## config.mk

```make
export PLATFORM = sky130hd
export DESIGN_NAME = system_control_low_bits
export DESIGN_NICKNAME = d
export VERILOG_FILES = /design/src/design/sysctl_pkg.sv /design/src/design/clkrun_keeper.sv /design/src/design/system_control_low_bits.sv
export SDC_FILE = /design/constraint.sdc
export NUM_CORES = 1
export LEC_CHECK = 0
export BUFFER_PORTS_ARGS = -buffer_cell sky130_fd_sc_hd__buf_2
export CAP_MARGIN = 10
export CORE_ASPECT_RATIO = 1.75
export CORE_MARGIN = 5
export CORE_UTILIZATION = 39
export DETAILED_ROUTE_END_ITERATION = 10
export PLACE_DENSITY = 0.84
export SYNTH_ARGS = -nofsm -noshare
export SYNTH_HDL_FRONTEND = slang
export SYNTH_SLANG_ARGS = --single-unit
```

## constraint.sdc

```tcl
create_clock -name sys_clk -period 4.64 [get_ports sys_clk]
set_input_delay 0.464 -clock sys_clk [delete_from_list [all_inputs] [get_ports sys_clk]]
set_output_delay 0.464 -clock sys_clk [all_outputs]
set_load 0.05 [all_outputs]
```

## src/design/sysctl_pkg.sv

```systemverilog
// package: constants and state types for the low system control bits
// Overview of operation
// RL1 - parity report bit routes card parity to SERR
// RL2 - bit 3 reserved, always reads zero
// RL3 - bit 2 reads legacy socket voltage selection
// RL4 - hold bit keeps clocks via clock-run line
// RL5 - hold clear lets clocks stop; set never
// RL6 - hold setting acts on every device function
// RL7 - select bit one drives wake onto pin
// RL8 - select zero, ring enable one: ring
// RL9 - both zero: shared pin goes high impedance
// RL10 - low five bits clear only on global reset
// RL11 - wake context clears per wake enable state
// RL12 - writes hit bits 4,1,0 only
package sysctl_pkg;
   // ------------------------------------------------------------------
   // register placement and fields
   // ------------------------------------------------------------------
   localparam int          CFG_AW         = 8;       // config address width
   localparam logic [7:0]  SYSCTL_OFFSET  = 8'h40;   // byte offset of the register
   localparam int          PAR_BIT        = 4;       // card parity report enable
   localparam int          RSVD_BIT       = 3;       // reserved, reads zero
   localparam int          VOLT_BIT       = 2;       // legacy socket voltage
   localparam int          HOLD_BIT       = 1;       // hold clocks running
   localparam int          SEL_BIT        = 0;       // wake pin source select
   localparam logic        FIELD_RST      = 1'b0;    // every low field resets to 0
   // ------------------------------------------------------------------
   // clock-run timing
   // ------------------------------------------------------------------
   localparam int          KEEP_DRIVE_NS  = 8;       // least low drive on the line
   localparam int          CLK_PERIOD_NS  = 4;       // 250 MHz system clock
   // whole cycles rounded up; integer maths keeps the count exact
   localparam int          KEEP_DRIVE_CYC = (KEEP_DRIVE_NS + CLK_PERIOD_NS - 1) / CLK_PERIOD_NS;
   localparam logic [3:0]  KEEP_CNT_INIT  = 4'(KEEP_DRIVE_CYC);
   // ------------------------------------------------------------------
   // state types
   // ------------------------------------------------------------------
   typedef enum logic [0:0] {KEEP_IDLE, KEEP_DRIVE} keep_phase_t;
   typedef struct packed {
      keep_phase_t phase;   // idle or driving the line low
      logic [3:0]  cnt;     // cycles left to drive
      logic        drv;     // clock-run output enable
      logic        stop_ok; // clocks may stop
   } keep_state_t;
   typedef struct packed {
      logic        par_en;  // parity report enable
      logic        volt;    // legacy voltage selection mirror
      logic        hold;    // hold clocks running
      logic        sel;     // wake pin source select
      logic        serr;    // system error request
      logic [31:0] rdata;   // read data
      logic        rvalid;  // read answer strobe
      logic        pme_ctx; // wake context (sticky)
      logic        pin_out; // shared pin level
      logic        pin_oe;  // shared pin enable
   } sc_state_t;
endpackage : sysctl_pkg

```

## src/design/clkrun_keeper.sv

```systemverilog
// module: clock-run line keeper driven by the hold-clocks bit
`timescale 1ns/1ps
module clkrun_keeper
   import sysctl_pkg::*;
(
   // clock and reset
   input  wire logic sys_clk,
   input  wire logic rst,
   // control
   input  wire logic hold,          // hold clocks running
   // clock-run line (low means clock wanted)
   input  wire logic clkrun_in,     // sampled line level
   output logic      clkrun_out,    // always low when driving
   output logic      clkrun_oe,     // high while driving
   // clock stop permission
   output logic      clock_stop_ok  // host and card clocks may stop
);
   keep_state_t cur;       // registered state
   keep_state_t next_cur;  // next state

   // ------------------------------------------------------------------
   // next state
   // ------------------------------------------------------------------
   // the host raises the line to ask for a stop; we pull it back low
   always_comb begin
      next_cur         = cur;
      next_cur.stop_ok = !hold;                               // [RL5]
      case (cur.phase)
         KEEP_IDLE: begin
            next_cur.drv = 1'b0;
            if (hold && clkrun_in) begin                      // [RL4]
               next_cur.phase = KEEP_DRIVE;
               next_cur.cnt   = KEEP_CNT_INIT;
               next_cur.drv   = 1'b1;
            end
         end
         KEEP_DRIVE: begin
            // release once the minimum drive is done
            if (cur.cnt <= 4'h1) begin
               next_cur.phase = KEEP_IDLE;
               next_cur.drv   = 1'b0;
            end else begin
               next_cur.cnt = cur.cnt - 4'h1;
            end
         end
         default: begin
            next_cur.phase = KEEP_IDLE;
            next_cur.drv   = 1'b0;
         end
      endcase
   end

   // ------------------------------------------------------------------
   // state register
   // ------------------------------------------------------------------
   always_ff @(posedge sys_clk or posedge rst) begin
      if (rst) begin
         cur <= '{phase: KEEP_IDLE, cnt: 4'h0, drv: 1'b0, stop_ok: 1'b1};
      end else begin
         cur <= next_cur;
      end
   end

   assign clkrun_out    = 1'b0;
   assign clkrun_oe     = cur.drv;
   assign clock_stop_ok = cur.stop_ok;
endmodule : clkrun_keeper

```

## src/design/system_control_low_bits.sv

```systemverilog
// module: low five bits of the system control register and their logic
`timescale 1ns/1ps
module system_control_low_bits
   import sysctl_pkg::*;
(
   // clock and resets
   input  wire logic              sys_clk,
   input  wire logic              rst,              // global reset
   input  wire logic              host_bus_reset,   // synchronous host reset
   // configuration space access
   input  wire logic [CFG_AW-1:0] cfg_addr,
   input  wire logic              cfg_wr,
   input  wire logic              cfg_rd,
   input  wire logic [3:0]        cfg_be,
   input  wire logic [31:0]       cfg_wdata,
   output logic      [31:0]       cfg_rdata,
   output logic                   cfg_rvalid,
   // parity reporting
   input  wire logic              card_parity_err,  // one-cycle event
   output logic                   serr_req,         // one-cycle SERR request
   // legacy socket power
   input  wire logic              legacy_socket_voltage_sel,
   // clock control
   input  wire logic              clkrun_in,
   output logic                   clkrun_out,
   output logic                   clkrun_oe,
   output logic                   clock_stop_ok,
   output logic                   hold_all_funcs,   // to every function
   // wake / ring indicate
   input  wire logic              pme_en,
   input  wire logic              pme_event,        // one-cycle wake event
   input  wire logic              ring_indicate_out_en,
   input  wire logic              ring_indicate_output,
   output logic                   wake_pin_out,
   output logic                   wake_pin_oe
);
   // every bit of state lives in one struct; the comb block fills a copy
   // and one register stage takes it, so no field can slip past the reset
   sc_state_t cur;       // registered state
   sc_state_t next_cur;  // next state

   // ------------------------------------------------------------------
   // address decode
   // ------------------------------------------------------------------
   // same decode serves reads and writes
   function automatic logic reg_hit(input logic [CFG_AW-1:0] a);
      reg_hit = (a == SYSCTL_OFFSET[CFG_AW-1:0]);
   endfunction : reg_hit

   logic wr_hit;  // write to this register, low byte enabled
   logic rd_hit;  // read of this register
   assign wr_hit = cfg_wr && reg_hit(cfg_addr) && cfg_be[0];
   assign rd_hit = cfg_rd && reg_hit(cfg_addr);
   // a write with byte lane 0 disabled carries none of these fields and is
   // dropped whole; lanes 1 to 3 hold nothing of this slice

   // ------------------------------------------------------------------
   // next state
   // ------------------------------------------------------------------
   // fields hold by default, so only the written, mirrored and event-driven
   // bits need a branch of their own
   always_comb begin
      next_cur = cur;
      // writable bits only; bits 3 and 2 ignore writes
      if (wr_hit) begin                                          // [RL12]
         next_cur.par_en = cfg_wdata[PAR_BIT];
         next_cur.hold   = cfg_wdata[HOLD_BIT];                  // [RL6]
         next_cur.sel    = cfg_wdata[SEL_BIT];
      end
      // host bus reset leaves the low fields alone by design    [RL10]
      // voltage bit only mirrors the socket power logic
      // the mirror stage keeps a changing socket level out of a read in flight
      next_cur.volt = legacy_socket_voltage_sel;                 // [RL3]
      // gate card parity onto the system error request
      // an error with reporting off is dropped, not held for later
      next_cur.serr = card_parity_err && cur.par_en;             // [RL1]
      // wake context: set wins over the host bus reset clear in the same cycle
      if (pme_event) begin
         next_cur.pme_ctx = 1'b1;
      end else if (host_bus_reset && !pme_en) begin              // [RL11]
         next_cur.pme_ctx = 1'b0;
      end
      // read answer, upper bits outside this slice read zero
      // the strobe stands one cycle; rdata keeps its word until the next read
      next_cur.rvalid = rd_hit;
      if (rd_hit) begin
         next_cur.rdata           = 32'h0000_0000;
         next_cur.rdata[PAR_BIT]  = cur.par_en;
         next_cur.rdata[RSVD_BIT] = 1'b0;                        // [RL2]
         next_cur.rdata[VOLT_BIT] = cur.volt;                    // [RL3]
         next_cur.rdata[HOLD_BIT] = cur.hold;
         next_cur.rdata[SEL_BIT]  = cur.sel;
      end
      // shared pin source: wake first, then ring, else released
      if (cur.sel) begin                                         // [RL7]
         // wake context owns the pin, even while ring enable is set
         next_cur.pin_oe  = 1'b1;
         next_cur.pin_out = cur.pme_ctx;
      end else if (ring_indicate_out_en) begin                   // [RL8]
         // ring level passes through one register stage
         next_cur.pin_oe  = 1'b1;
         next_cur.pin_out = ring_indicate_output;
      end else begin                                             // [RL9]
         // released: level parked low so nothing inside floats
         next_cur.pin_oe  = 1'b0;
         next_cur.pin_out = 1'b0;
      end
   end

   // ------------------------------------------------------------------
   // state register
   // ------------------------------------------------------------------
   // only the global reset clears the fields                    [RL10]
   // the host bus reset stays out of this process on purpose; the wake
   // context alone reacts to it, inside the comb block
   always_ff @(posedge sys_clk or posedge rst) begin
      if (rst) begin
         cur <= '{par_en: FIELD_RST, volt: FIELD_RST, hold: FIELD_RST, sel: FIELD_RST,
                  serr: 1'b0, rdata: 32'h0000_0000, rvalid: 1'b0, pme_ctx: 1'b0,
                  pin_out: 1'b0, pin_oe: 1'b0};
      end else begin
         cur <= next_cur;
      end
   end

   // ------------------------------------------------------------------
   // outputs
   // ------------------------------------------------------------------
   // every output below comes straight from a flip-flop, so none glitches
   assign cfg_rdata      = cur.rdata;
   assign cfg_rvalid     = cur.rvalid;
   assign serr_req       = cur.serr;
   assign wake_pin_out   = cur.pin_out;
   assign wake_pin_oe    = cur.pin_oe;
   assign hold_all_funcs = cur.hold;  // one bit shared by all functions [RL6]

   // clock-run keeper follows the hold bit
   // it sees the registered bit, so a write acts one cycle after it lands
   // and clock_stop_ok drops on that same edge
   clkrun_keeper u_keeper (
      .sys_clk       (sys_clk),
      .rst           (rst),
      .hold          (cur.hold),
      .clkrun_in     (clkrun_in),
      .clkrun_out    (clkrun_out),
      .clkrun_oe     (clkrun_oe),
      .clock_stop_ok (clock_stop_ok)
   );
endmodule : system_control_low_bits

```

==> metrics <==
RSZ-0062 raised after global routing=false; Worst Setup End Kind=flop; # fillers=268; CTS tree=done; Register Area=502 µm²; Max Clock Freq=0.626 GHz; first-pass GRT wire length=2.88 mm; mux share of post-synthesis cell area=6.33%; sequential share of power=43.9%; Die X-Extent=49.2 µm; GRT overflow=0; pin count of the biggest net entering global routing=21; TritonRoute pass-1 iters=4; Clk Latency, worst-skew pair=250 ps; Rel. slew slack=50.3%; vias=672; hold buffer count at CTS=0; peak supply drop=0.247 mV; number of nets still failing antenna checks after routing=0; Psw=201 µW; number of top-level pins=96; Net count, final=189; final-report max-slew violation count=0; FF-to-FF End=u_keeper.cur[5]; r2r setup slk=3040 ps; hold_ws=321 ps; Area Overhead vs Synth=10.2%; Starting Density=39.4%; Synth Area in XOR/XNOR=0%; number of global-route vias before repair=655; area leader, netlist=dfrtp_1; post-cts resize count=0; setup TNS=0 ps; Hold Path Cell Cnt=1; Crit path largest cell delay=450 ps; mapped cell area=1050 µm²; sw frac=39.5%; Yosys reg bits=20; Final period util=34.4%; post-synthesis compound-gate area fraction=6.21%; sequential area share after synthesis=47.9%; initial antenna violation count=0; status=completed; Final Skew=7.14 ps; hpwl dp=1.53 mm; Setup crit start kind=flop; Max H-tree Level=1; top cells by area, synth=dfrtp_1, buf_4, mux2_2, o21ai_0, dfstp_2; static leakage=0.659 nW; Worst EP arrival=1740 ps; Iter 0 DRT Violations=1; critical path's slowest cell=or4_1; die footprint=3860 µm²; drt total wl=1.79 mm; area of the multi-input gates=380 µm²; share of cells above drive strength 1=36.2%; via/cell ratio=4.28; Comb pwr share=33.8%; Pwr Density=441 nW/µm²; fin crit period=1600 ps; n_diodes=0; Cells after Synth=97; global-route usage over all layers=9.17%; worst r2r src=u_keeper.cur[2]; Clock power frac=22.3%; reg2reg path depth=6; final hold vios=0; adder-cell share of the synthesized area=2.39%; crit-path cells=inv_1, ha_1, nor2_1, o31ai_2, or4_1, mux2i_1; number of remaining DRC errors=0; DIE HEIGHT=78.6 µm; Setup Crit Path Kind=reg2reg; Max Fanout on Critical Path=7; largest family of logic cells by synthesized area=buffers and inverters; CTS Buf Count=3; worst slew pin tran=744 ps; clock sink total=20; Rows=25; min-delay src=legacy_socket_voltage_sel; Synthesis Warnings=0; Layout Utilization=43.4%; simple-gate share of the synthesized area=11.0%; Worst Hold Class=in2reg; CTS root buf=clkbuf_8; DR WL/cell=11.4 µm; Post-CTS Setup Inserts=0; Routability Congestion=0.662; Port Buffers=34; required time worst endpoint=4780 ps; Final setup viols=0; Longest Clk Path Bufs=2; Worst-path clk slew=70 ps; MaxCap Viol Count=0; share of the synthesized area in the top cell type=45.4%; Synth cell types=23; Mean Syn Cell Area=10.8 µm²; P_int=308 µW; total power=509 µW; core area=2660 µm²; Hold EP=cur[39]
-- kinds of logic after synthesis --
group                    count (synthesis)
AO/OA/AOI/OAI                           10
adder cells (fa/ha/maj)                  2
buffers and inverters                   39
flip-flops                              20
multiplexers                             6
other                                    1
AND/OR/NAND/NOR                         19
-- critical path, delay by kind of cell, from the launching register on --
family | cells | cell delay (ps)
DFF | 1 | 410
buffers and inverters | 1 | 60
and+or+nand+nor | 2 | 560
adders and majority gates | 1 | 200
muxes | 1 | 140
AOI/OAI and AO/OA | 1 | 120
-- synth_stat cells --
| library cell | count |
|---|---|
| dfstp_2 | 1 |
| and2_1 | 1 |
| or4_1 | 1 |
| nor4b_2 | 1 |
| nor2_1 | 1 |
| mux2_2 | 5 |
| and4_1 | 1 |
| conb_1 | 1 |
| or2_2 | 1 |
| o31ai_2 | 1 |
| nand2b_1 | 1 |
| o211ai_1 | 2 |
| nand3b_1 | 1 |
| ha_1 | 2 |
| dfrtp_1 | 19 |
| a21o_1 | 1 |
| nand3_1 | 3 |
| inv_1 | 6 |
| o21ai_0 | 6 |
| nand2_1 | 7 |
| mux2i_1 | 1 |
| buf_4 | 33 |
| nor4_2 | 1 |
-- per-stage QoR --
| stage | instances | instance area [µm²] | setup WS, ps |
|---|---|---|---|
| 2_1_floorplan | 125 | 1150 | 3160 |
| 3_3_place_gp | 153 | 1110 | 2980 |
| 3_5_place_dp | 153 | 1110 | 2980 |
| 4_1_cts | 157 | 1150 | 3020 |
| 5_1_grt | 157 | 1150 | 2950 |
| 6_report | 157 | 1150 | 3040 |
-- cell usage in the layout, fill, tap and decap left out --
master     n
nor2_1     1
o31ai_2    1
clkbuf_1   1
a21o_1     1
dfstp_2    1
and4_1     1
ha_1       2
nor4b_2    1
mux2i_1    1
o211ai_1   2
nor4_2     1
buf_2     34
or4_1      1
nand2_1    7
clkbuf_8   3
and2_1     1
inv_1      6
conb_1    29
dfrtp_1   19
or2_2      1
mux2_2     5
o21ai_0    6
nand2b_1   1
nand3b_1   1
nand3_1    3
-- routing by layer --
metal,share of wire [%],vias to the layer above,global-route usage (%)
met5,0,-,0
li1,-,325,-
met4,0,0,1.62
met1,34,311,10.0
met3,11,0,3.04
met2,55,36,16.8
-- flip-flops by register name, summed over array words and instances (netlist names) --
register,count
cur,4
u_keeper.clkrun_oe,1
u_keeper.clock_stop_ok,1
cfg_rvalid,1
serr_req,1
u_keeper.cur,5
hold_all_funcs,1
cfg_rdata,4
wake_pin_out,1
wake_pin_oe,1
-- cell type report --
type                    count  share of cell area [%]
inverters                   6                    1.95
repair buffers             34                    14.8
multi-input cells          66                    33.0
flip-flops and latches     20                    43.5
clock buffers               4                    3.90
well taps                  27                    2.93
-- power by group through the flow --
| stage | sequential [mW] | clock [mW] | combinational [mW] |
|---|---|---|---|
| global route | 0.228 | 0.129 | 0.190 |
| global placement | 0.226 | 0 | 0.168 |
| CTS | 0.224 | 0.117 | 0.174 |
| detailed placement | 0.228 | 0 | 0.174 |
| floorplan | 0.244 | 0 | 0.142 |
| finish | 0.223 | 0.113 | 0.172 |
-- worst max-delay path by stage --
stage	endpoint	startpoint	slack [ps]	cells after the start
after global routing	u_keeper.cur[5]	u_keeper.cur[2]	2950	6
final	u_keeper.cur[5]	u_keeper.cur[2]	3040	6
after global placement	cur[40]	cfg_addr[5]	2980	4
after floorplan	u_keeper.cur[5]	u_keeper.cur[2]	3160	6
after CTS	u_keeper.cur[5]	u_keeper.cur[2]	3020	6
after detailed placement	cur[40]	cfg_addr[5]	2980	4
No activity file was read; power rests on OpenSTA's default activity.
